==> src/design/pin_mux_defines.svh <==
// Constants for the port pin function select block
// Notes on behaviour
// - An analog-enabled pin has its digital output driver and input buffer off regardless of other bits except JTAG mode, which wins.
// - In JTAG mode the pull resistors on the test-port pins are disabled.
// - A selected negative converter input whose analog enable is 0 is tied to ground, not the pin.
// - The crystal input acts as a digital clock input when the oscillator source select is 11, pin 2.6 is selected and its direction bit is 0.
// - With serial pin enable set and no analog or JTAG, pin 1.6 carries serial data out or clock line.
// - With serial pin enable set and no analog or JTAG, pin 1.7 carries serial data in or data line.
// - In JTAG mode the direction of pin 1.7 is set by the JTAG logic, not by the port bits.
// - After reset pin 2.7 has the oscillator output selected until software clears its select bit.
`ifndef PIN_MUX_DEFINES_SVH
`define PIN_MUX_DEFINES_SVH

`define CH_PAIR2        3'h2
`define CH_PAIR3        3'h3
`define LF_SRC_DIGITAL  2'h3
`define P2_SEL_RESET    2'h3
`define P2_DIR_RESET    2'h2

`endif

==> src/design/pin_mux_pkg.sv <==
// Types for the port pin function select block
package pin_mux_pkg;

	typedef enum logic [2:0] {
		ROLE_GPIO   = 3'h0,
		ROLE_FUNC_IN = 3'h1,
		ROLE_FUNC_OUT = 3'h2,
		ROLE_SERIAL = 3'h3,
		ROLE_ANALOG = 3'h4,
		ROLE_JTAG   = 3'h5
	} role_type;

	typedef struct packed {
		logic out;   // Driven level
		logic oe_b;  // Output enable, low drives
		logic in_en; // Input buffer on
		logic pull_en; // Pull resistor allowed
	} pad_ctl_type;

endpackage : pin_mux_pkg

==> src/design/port_pin_function_select.sv <==
// Pin role selection for port 1 pins 4..7 and port 2 pins 6..7
`timescale 1ns/10ps
`include "pin_mux_defines.svh"

module port_pin_function_select
	import pin_mux_pkg::*;
(
	input  wire logic        clk_sys_i,                 // 250 MHz system clock
	input  wire logic        rst_b_i,                   // Async reset, active low
	input  wire logic [3:0]  port1_direction_i,         // Direction bits, pins 1.4..1.7
	input  wire logic [3:0]  port1_function_select_i,   // Select bits, pins 1.4..1.7
	input  wire logic [3:0]  port1_out_i,               // Output latch, pins 1.4..1.7
	input  wire logic [3:0]  port1_pull_en_i,           // Resistor enables, pins 1.4..1.7
	input  wire logic [3:0]  analog_input_enable_i,     // Analog enables, pins 1.4..1.7
	input  wire logic [2:0]  converter_channel_select_i,// Converter channel
	input  wire logic [3:0]  serial_if_pin_enable_i,    // Serial pin enables, 1.4..1.7
	input  wire logic        jtag_mode_i,               // Test port active
	input  wire logic        jtag_tdo_i,                // Test data out level
	input  wire logic        jtag_tdo_en_i,             // Test logic drives 1.7
	input  wire logic        sub_main_clock_out_i,      // Clock for pin 1.4
	input  wire logic        timer_out0_i,              // Timer output 0
	input  wire logic        timer_out1_i,              // Timer output 1
	input  wire logic        serial_sclk_i,             // Serial clock out
	input  wire logic        serial_sclk_en_i,          // Serial clock drive
	input  wire logic        serial_sdo_i,              // Data out / clock line
	input  wire logic        serial_sdo_en_i,           // Drive for 1.6
	input  wire logic        serial_sdi_i,              // Data line out level
	input  wire logic        serial_sdi_en_i,           // Drive for 1.7
	input  wire logic [1:0]  port2_direction_wr_i,      // New direction, pins 2.6..2.7
	input  wire logic [1:0]  port2_function_select_wr_i,// New select, pins 2.6..2.7
	input  wire logic        port2_wr_i,                // Port 2 write strobe
	input  wire logic [1:0]  port2_out_i,               // Output latch, pins 2.6..2.7
	input  wire logic [1:0]  lf_osc_source_select_i,    // Low-frequency source field
	input  wire logic        crystal_out_i,             // Oscillator drive level
	input  wire logic [3:0]  port1_pad_in_i,            // Pad levels, 1.4..1.7
	input  wire logic [1:0]  port2_pad_in_i,            // Pad levels, 2.6..2.7
	output pad_ctl_type [3:0] port1_pad_o,              // Pad controls, 1.4..1.7
	output pad_ctl_type [1:0] port2_pad_o,              // Pad controls, 2.6..2.7
	output role_type [3:0]   port1_role_o,              // Chosen role per pin
	output logic [3:0]       port1_in_o,                // Digital input to port
	output logic             capture1_input_b_o,        // Capture input from 1.6
	output logic             serial_sdi_o,              // Data in from 1.7
	output logic             converter_neg_to_ground_o, // Negative input on ground
	output logic             crystal_in_digital_o,      // Crystal pin is clock input
	output logic [1:0]       port2_function_select_o,   // Current select bits
	output logic [1:0]       port2_direction_o          // Current direction bits
);

	role_type    next_role [3:0];
	pad_ctl_type next_pad  [3:0];
	logic [2:0]  neg_pair;

	////////////////////////////////////////////////////////////////////////////////
	// Port 1 role choice

	function automatic role_type pick_role(input logic jtag, input logic ae,
		input logic usi, input logic sel, input logic dir);
		if (jtag)
			return ROLE_JTAG;
		else if (ae)
			return ROLE_ANALOG;
		else if (usi)
			return ROLE_SERIAL;
		else if (!sel)
			return ROLE_GPIO;
		else
			return dir ? ROLE_FUNC_OUT : ROLE_FUNC_IN;
	endfunction : pick_role

	always_comb begin
		for (int i = 0; i < 4; i++) begin
			// Pin 1.4 has no serial function
			next_role[i] = pick_role(jtag_mode_i, analog_input_enable_i[i],
				(i != 0) && serial_if_pin_enable_i[i], port1_function_select_i[i],
				port1_direction_i[i]);
			next_pad[i] = '{out: port1_out_i[i], oe_b: !port1_direction_i[i],
				in_en: 1'b1, pull_en: port1_pull_en_i[i]};
			case (next_role[i])
				ROLE_JTAG: begin
					next_pad[i].pull_en = 1'b0;
					next_pad[i].oe_b    = 1'b1;
					next_pad[i].out     = 1'b0;
					if (i == 3) begin
						next_pad[i].oe_b = !jtag_tdo_en_i;
						next_pad[i].out  = jtag_tdo_i;
					end
				end
				ROLE_ANALOG: begin
					next_pad[i].oe_b  = 1'b1;
					next_pad[i].in_en = 1'b0;
					next_pad[i].out   = 1'b0;
				end
				ROLE_SERIAL: begin
					case (i)
						1: begin
							next_pad[i].out  = serial_sclk_i;
							next_pad[i].oe_b = !serial_sclk_en_i;
						end
						2: begin
							next_pad[i].out  = serial_sdo_i;
							next_pad[i].oe_b = !serial_sdo_en_i;
						end
						default: begin
							next_pad[i].out  = serial_sdi_i;
							next_pad[i].oe_b = !serial_sdi_en_i;
						end
					endcase
				end
				ROLE_FUNC_OUT: begin
					next_pad[i].oe_b = 1'b0;
					case (i)
						0: next_pad[i].out = sub_main_clock_out_i;
						1: next_pad[i].out = timer_out0_i;
						2: next_pad[i].out = timer_out1_i;
						default: next_pad[i].out = 1'b0;                     // Ground drive
					endcase
				end
				ROLE_FUNC_IN: next_pad[i].oe_b = 1'b1;
				default: next_pad[i].oe_b = !port1_direction_i[i];
			endcase
		end
	end

	always_comb begin
		for (int i = 0; i < 4; i++)
			port1_role_o[i] = next_role[i];
	end

	assign port1_pad_o = {next_pad[3], next_pad[2], next_pad[1], next_pad[0]};

	always_comb begin
		for (int i = 0; i < 4; i++)
			port1_in_o[i] = next_pad[i].in_en & port1_pad_in_i[i];
	end

	assign capture1_input_b_o = (next_role[2] == ROLE_FUNC_IN) & port1_pad_in_i[2];
	assign serial_sdi_o = (next_role[3] == ROLE_SERIAL) & port1_pad_in_i[3];

	////////////////////////////////////////////////////////////////////////////////
	// Negative converter inputs on pins 1.5 and 1.7

	assign neg_pair = converter_channel_select_i;
	assign converter_neg_to_ground_o =
		((neg_pair == `CH_PAIR2) && !analog_input_enable_i[1]) ||
		((neg_pair == `CH_PAIR3) && !analog_input_enable_i[3]);

	////////////////////////////////////////////////////////////////////////////////
	// Port 2 bits and crystal pins

	// Oscillator pins come up selected so the crystal runs from reset
	always_ff @(posedge clk_sys_i or negedge rst_b_i) begin
		if (!rst_b_i) begin
			port2_function_select_o <= `P2_SEL_RESET;
			port2_direction_o       <= `P2_DIR_RESET;
		end else if (port2_wr_i) begin
			port2_function_select_o <= port2_function_select_wr_i;
			port2_direction_o       <= port2_direction_wr_i;
		end
	end

	assign crystal_in_digital_o = port2_function_select_o[0] &&
		!port2_direction_o[0] && (lf_osc_source_select_i == `LF_SRC_DIGITAL);

	always_comb begin
		port2_pad_o[0] = '{out: port2_out_i[0], oe_b: !port2_direction_o[0],
			in_en: 1'b1, pull_en: 1'b0};
		if (port2_function_select_o[0]) begin
			port2_pad_o[0].out = timer_out1_i;
			port2_pad_o[0].in_en = crystal_in_digital_o;
		end
		port2_pad_o[1] = '{out: port2_out_i[1], oe_b: !port2_direction_o[1],
			in_en: 1'b1, pull_en: 1'b0};
		if (port2_function_select_o[1]) begin
			// Output driver stays on the pin while selected, even as input
			port2_pad_o[1].out  = port2_direction_o[1] ? crystal_out_i : 1'b0;
			port2_pad_o[1].oe_b = 1'b0;
			port2_pad_o[1].in_en = 1'b0;
		end
	end

	////////////////////////////////////////////////////////////////////////////////
	// Checks

	a_analog_off_driver: assert property (@(posedge clk_sys_i) disable iff (!rst_b_i)
		(!jtag_mode_i && analog_input_enable_i[2]) |->
		(port1_pad_o[2].oe_b && !port1_pad_o[2].in_en))
		else $error("Analog pin still driven");
	a_jtag_no_pull: assert property (@(posedge clk_sys_i) disable iff (!rst_b_i)
		jtag_mode_i |-> (port1_pad_o[0].pull_en == 1'b0 && port1_pad_o[3].pull_en == 1'b0))
		else $error("Pull active in JTAG mode");
	a_neg_ground: assert property (@(posedge clk_sys_i) disable iff (!rst_b_i)
		(converter_channel_select_i == 3'h3 && !analog_input_enable_i[3])
		|-> converter_neg_to_ground_o)
		else $error("Negative input not grounded");
	a_xin_digital: assert property (@(posedge clk_sys_i) disable iff (!rst_b_i)
		(port2_function_select_o[0] && !port2_direction_o[0] && lf_osc_source_select_i == 2'h3)
		|-> crystal_in_digital_o)
		else $error("Crystal input not digital");
	a_sdo_select: assert property (@(posedge clk_sys_i) disable iff (!rst_b_i)
		(!jtag_mode_i && !analog_input_enable_i[2] && serial_if_pin_enable_i[2])
		|-> port1_pad_o[2].out == serial_sdo_i)
		else $error("Pin 1.6 not on serial output");
	a_sdi_select: assert property (@(posedge clk_sys_i) disable iff (!rst_b_i)
		(!jtag_mode_i && !analog_input_enable_i[3] && serial_if_pin_enable_i[3])
		|-> serial_sdi_o == port1_pad_in_i[3])
		else $error("Pin 1.7 not on serial input");
	a_tdo_direction: assert property (@(posedge clk_sys_i) disable iff (!rst_b_i)
		jtag_mode_i |-> port1_pad_o[3].oe_b == !jtag_tdo_en_i)
		else $error("Pin 1.7 direction not from JTAG");
	a_crystal_out_reset: assert property (@(posedge clk_sys_i)
		$rose(rst_b_i) |-> port2_function_select_o[1] && port2_pad_o[1].oe_b == 1'b0)
		else $error("Oscillator output not selected after reset");
	a_gpio_dir: assert property (@(posedge clk_sys_i) disable iff (!rst_b_i)
		(!jtag_mode_i && !analog_input_enable_i[1] && !serial_if_pin_enable_i[1]
		&& !port1_function_select_i[1]) |-> port1_pad_o[1].oe_b == !port1_direction_i[1])
		else $error("GPIO direction wrong");
	a_role_priority: assert property (@(posedge clk_sys_i) disable iff (!rst_b_i)
		(!jtag_mode_i && analog_input_enable_i[3]) |-> port1_role_o[3] == ROLE_ANALOG)
		else $error("Analog did not win over serial");

endmodule : port_pin_function_select

==> config.mk <==
export PLATFORM = sky130hd
export DESIGN_NAME = port_pin_function_select
export DESIGN_NICKNAME = d
export VERILOG_FILES = /design/src/design/pin_mux_pkg.sv /design/src/design/port_pin_function_select.sv
export VERILOG_INCLUDE_DIRS = /design/src /design/src/design
export SDC_FILE = /design/constraint.sdc
export NUM_CORES = 1
export LEC_CHECK = 0
export ABC_AREA = 1
export BUFFER_PORTS_ARGS = -buffer_cell sky130_fd_sc_hd__buf_4
export CAP_MARGIN = 20
export CORE_MARGIN = 5
export CORE_UTILIZATION = 27
export CTS_CLUSTER_SIZE = 24
export DETAILED_ROUTE_END_ITERATION = 16
export PLACE_DENSITY = 0.77
export SLEW_MARGIN = 10
export SYNTH_ARGS = -nofsm -noshare
export SYNTH_HDL_FRONTEND = slang
export SYNTH_SLANG_ARGS = --single-unit
==> constraint.sdc <==
create_clock -name clk_sys_i -period 1.1 [get_ports clk_sys_i]
set_clock_uncertainty 0.15 [all_clocks]
set_input_delay 0.22 -clock clk_sys_i [delete_from_list [all_inputs] [get_ports clk_sys_i]]
set_output_delay 0.22 -clock clk_sys_i [all_outputs]
set_load 0.02 [all_outputs]
==> results of run 1 <==
[synthesized netlist by cell type, types with 3 or more instances]
| library cell | number |
|---|---|
| nand2_1 | 34 |
| inv_1 | 31 |
| nand3_1 | 10 |
| o21ai_0 | 8 |
| nor2_1 | 6 |
| a21oi_1 | 5 |
| dfstp_2 | 3 |
| nor2_4 | 3 |
[logic make-up after synthesis]
kind of cell           count (synthesis)
other                                  1
AO/OA/AOI/OAI                         19
flip-flops                             4
AND/OR/NAND/NOR                       64
buffers and inverters                 37
multiplexers                           1
[through the flow]
step	setup WS [ns]	utilization, %	hold WS, ns	area (um2)
floorplan	-0.2254	-	-0.2256	923.4
global placement	-0.2458	72.87	-0.1352	1838
detailed placement	-0.2814	72.87	-0.1345	1838
CTS	-0.4360	93.30	0.02102	2354
[what timing repair did]
action,CTS
setup endpoints to repair,46
resized for setup,115
setup buffers,9
endpoints found under the hold margin,4
hold buffers,1
pin swaps,28
==> flow_summary_export.csv, run 1 <==
group,metric,value,unit
outcome,status,"aborted with a tool error",
outcome,haltStage,"global routing (5_1_grt)",
outcome,firstError,"[ERROR DPL-0038] Utilization greater than 100%, impossible to legalize",
yosys,synth.area.top_cells,"nand2_1 18%, inv_1 16%, dfstp_2 11%",
sta,worstEndpointGrtRepair,"crystal_in_digital_o",
yosys,yosysTopAreaCellShare,17.68,%
yosys,seq_area_frac_synth,14.38,%
yosys,synth-adder-area-share,0,%
place,gp_congestion,0.8655,
yosys,synth_top_family_by_area,"simple AND/OR/NAND/NOR gates",
die,ioPinCount,105,
cts,cts_sinks,4,
cts,cts.htree.levels,1,
cts,root_buffer,"clkbuf_4",
yosys,async_flop_share,100.0,%
die,dieHeight,61.71,um
die,chipWidth,61.71,um
sta,worst_path_end_type,"output port",
yosys,synth_cells,126,
place,port_buffers,99,
place,dp.final_hpwl,3157,um
yosys,syn_area,721.9,um2
place,dp_cells,276,
cts,cts.path.max_buffers,2,
die,placementRows,18,
yosys,synth-warning-count,0,
yosys,synth_flop_cell,"dfstp_2",
yosys,synth.area.mux_share,1.560,%
yosys,ys_types,28,
yosys,synth_compound_area_share,15.42,%
yosys,synth_seq_cells,4,
yosys,synth_xor_area_share,0,%
yosys,synth_edf_count,0,
yosys,yosys.area.top_type,"nand2_1",
cts,cts_buffers,3,
yosys,avgSynthCellArea,5.730,um2
yosys,synth-simple-area-share,45.06,%
global_routing,grt_max_degree,9,
die,start_util,28.62,%
==> run 2: changes to the inputs <==
--- a/config.mk
+++ b/config.mk
@@ -9,11 +9,10 @@
 export ABC_AREA = 1
 export BUFFER_PORTS_ARGS = -buffer_cell sky130_fd_sc_hd__buf_4
 export CAP_MARGIN = 20
-export CORE_MARGIN = 5
-export CORE_UTILIZATION = 27
-export CTS_CLUSTER_SIZE = 24
+export CORE_AREA = 5 5 66 68
 export DETAILED_ROUTE_END_ITERATION = 16
-export PLACE_DENSITY = 0.77
+export DIE_AREA = 0 0 71 73
+export PLACE_DENSITY_LB_ADDON = 0.15
 export SLEW_MARGIN = 10
 export SYNTH_ARGS = -nofsm -noshare
 export SYNTH_HDL_FRONTEND = slang
==> constraint.sdc (replaced) <==
create_clock -name clk_sys_i -period 1.45 [get_ports clk_sys_i]
set_clock_uncertainty 0.15 [all_clocks]
set_input_delay 0.29 -clock clk_sys_i [delete_from_list [all_inputs] [get_ports clk_sys_i]]
set_output_delay 0.29 -clock clk_sys_i [all_outputs]
set_load 0.02 [all_outputs]
==> run 2 against run 1 <==
Net effect:
- the flow now finishes, with violations (negative setup slack)
- area after synthesis did not move
- synthesized cell count unchanged
==> flow_summary_export.csv, run 2 <==
group,metric,value,unit
outcome,status,"finished with violations",
outcome,violations,"negative setup slack",
sta,drv_slew,0,
setup_path,worst_setup_path_end_kind,"output port",
place,port_buffers,99,
cts,cts_sinks,4,
place,place_area,0.001642,mm2
die,die_area,0.005183,mm2
setup_path,reg2reg_slack,0.37,ns
yosys,synth-warning-count,0,
yosys,ys_types,28,
global_routing,grt_use_total,11.46,%
global_routing,grt_pass1_vias,1177,
setup_path,reg2reg_depth,3,
setup_path,critical_path_class,"reg2out",
pwr,power,992.5,uW
yosys,avgSynthCellArea,5.730,um2
detailed_routing,vias,1196,
yosys,yosys.area.top_type,"nand2_1",
run,drv_cap,0,
place,pre_cts_slack,-0.05323,ns
detailed_routing,wl_per_cell,10.55,um
die,core,0.003799,mm2
place,dp.final_hpwl,2678,um
sta,layout_min_cycle_time,1.562,ns
yosys,synth.area.top_cells,"nand2_1 18%, inv_1 16%, dfstp_2 11%",
die,placementRows,23,
pwr,peakVddDrop,0.6025,mV
die,chipWidth,71,um
final_layout,finalNetCount,305,
cts,cts_buffers,3,
yosys,synth_cells,126,
global_routing,grt-ovfl-total,0,
cts,clkTransAtPathRegs,0.03,ns
sta,rsz0062_at_grt,"true",
detailed_routing,wirelength,3134,um
global_routing,grt_max_degree,11,
yosys,yosysMostFrequentCell,"nand2_1",
place,gp_congestion,0.7490,
final_layout,final_cell_mix,"108 x buf_4, 28 x nand2_1, 22 x inv_1",
sta,final.setup.worst_slack,-0.1123,ns
die,ioPinCount,105,
final_layout,final_common_cell,"buf_4",
sta,hold_ws,0.1436,ns
yosys,seq_area_frac_synth,14.38,%
global_routing,antenna_found_initial,0,
detailed_routing,dr.pass1.iters,2,
sta,timing.fmax,0.6401,GHz
yosys,synth_edf_count,0,
die,start_util,19.01,%
final_layout,reg_top3,"port2_direction_o: 2 flops, port2_function_select_o: 2 flops",
yosys,async_flop_share,100.0,%
yosys,synth_seq_cells,4,
setup_path,critPathMaxFanout,2,
detailed_routing,drc,0,
final_layout,drive_gt1_share,65.18,%
setup_path,start_kind,"register",
cts,clk-insertion-delay-late,0.21,ns
worst_hold_path,hold_path.class,"in2reg",
final_layout,antennaDiodeCount,0,
yosys,yosysTopAreaCellShare,17.68,%
detailed_routing,drtAntennaViolNets,0,
detailed_routing,vias_per_cell,4.027,
setup_path,crit_path_start,"port2_function_select_o[0]$_DFFE_PN1P_",
final_layout,syn_to_final_growth,155.5,%
yosys,syn_area,721.9,um2
yosys,synth_flop_cell,"dfstp_2",
yosys,synth_common_cells,"34 x nand2_1, 31 x inv_1, 10 x nand3_1",
pwr,p_leak,1.048,nW
cts,cts.htree.levels,1,
setup_path,worstPathRequired,1.01,ns
cts,cts.path.max_buffers,2,
die,dieHeight,73,um
setup_path,cp.arrival,1.12,ns
sta,hold_violations,0,
sta,finalSetupViolations,4,
detailed_routing,drtIter0Drc,25,
global_routing,grt_pass1_wl,4823,um
cts,cts_tree,"built",
setup_path,rr_startpoint,"port2_function_select_o[0]$_DFFE_PN1P_",
sta,finalCritPeriodShare,107.7,%
pwr,power_density,538.2,mW/mm2
setup_path,r2r_end,"port2_function_select_o[0]$_DFFE_PN1P_",
final_layout,fin_area,0.001844,mm2
cts,root_buffer,"clkbuf_8",
setup_path,endpoint,"port2_pad_o[3]",
## run 2: cell counts after synthesis
Identical to the previous run, type by type.
## run 2: worst max-delay path, stage by stage, from the launching register on
cell     delay (ns)
dfstp_2        0.53
inv_2          0.05
buf_6          0.11
nand2_2        0.05
nand2_2        0.04
buf_6          0.12
## run 2: logic make-up after synthesis
kind of cell / after synthesis / share of synthesized area, %
simple gates: 64 / 45.06
buf+inv: 37 / 23.05
compound gates: 19 / 15.42
flops: 4 / 14.38
mux: 1 / 1.560
other cells: 1 / 0.5194
## run 2: layout make-up
type / instances / area, um2
Tap cell: 50 / 62.56
Inverter: 33 / 131.4
Timing Repair Buffer: 120 / 974.7
Multi-Input combinational cell: 86 / 525.5
Sequential cell: 4 / 105.1
Fill cell: 416 / 1954
Clock buffer: 4 / 45.04
## run 2: worst min path at each step
| stage | start | slack, ns | end | depth (start not counted) |
|---|---|---|---|---|
| global placement | rst_b_i | -0.06 | port2_direction_o[0]$_DFFE_PN0P_ | 1 |
| global route | port2_function_select_wr_i[0] | 0.16 | port2_function_select_o[0]$_DFFE_PN1P_ | 3 |
| detailed placement | rst_b_i | -0.06 | port2_direction_o[0]$_DFFE_PN0P_ | 1 |
| finish | port2_direction_wr_i[0] | 0.14 | port2_direction_o[0]$_DFFE_PN0P_ | 3 |
| floorplan | rst_b_i | -0.16 | port2_direction_o[0]$_DFFE_PN0P_ | 0 |
| CTS | port2_direction_wr_i[0] | 0.15 | port2_direction_o[0]$_DFFE_PN0P_ | 3 |
## run 2: metal layers
layer | track usage [%] | routed length [um] | share of wire, % | vias to the layer above
li1 | - | - | - | 625
met1 | 12.09 | 1073 | 34 | 503
met2 | 20.19 | 1551 | 49 | 64
met3 | 4.959 | 464 | 15 | 4
met4 | 4.384 | 44 | 1.4 | 0
met5 | 0 | 0 | 0 | -
## run 2: power by group
group	internal, mW	total [mW]	leakage [nW]	switching, mW
sequential	0.129	0.141	0.0425	0.0113
combinational	0.312	0.602	0.983	0.291
clock	0.188	0.250	0.0228	0.0614
## run 2: what timing repair did
item,CTS,global route
setup endpoints to repair,13,16
pin swaps,5,7
cloned,0,1
gates resized for setup,10,24
buffers inserted,1,2
hold endpoints to repair,4,0
hold buffers,1,0
## run 2: per-stage QoR
stage	cells	TNS, ns	utilization (%)
floorplan	127	-0.07405	-
global placement	288	-0.2787	43.21
detailed placement	288	-0.2391	43.21
CTS	294	-0.3697	45.52
global route	297	-0.7225	48.55
finish	297	-0.3080	48.55
No activity file was read; power rests on OpenSTA's default activity.
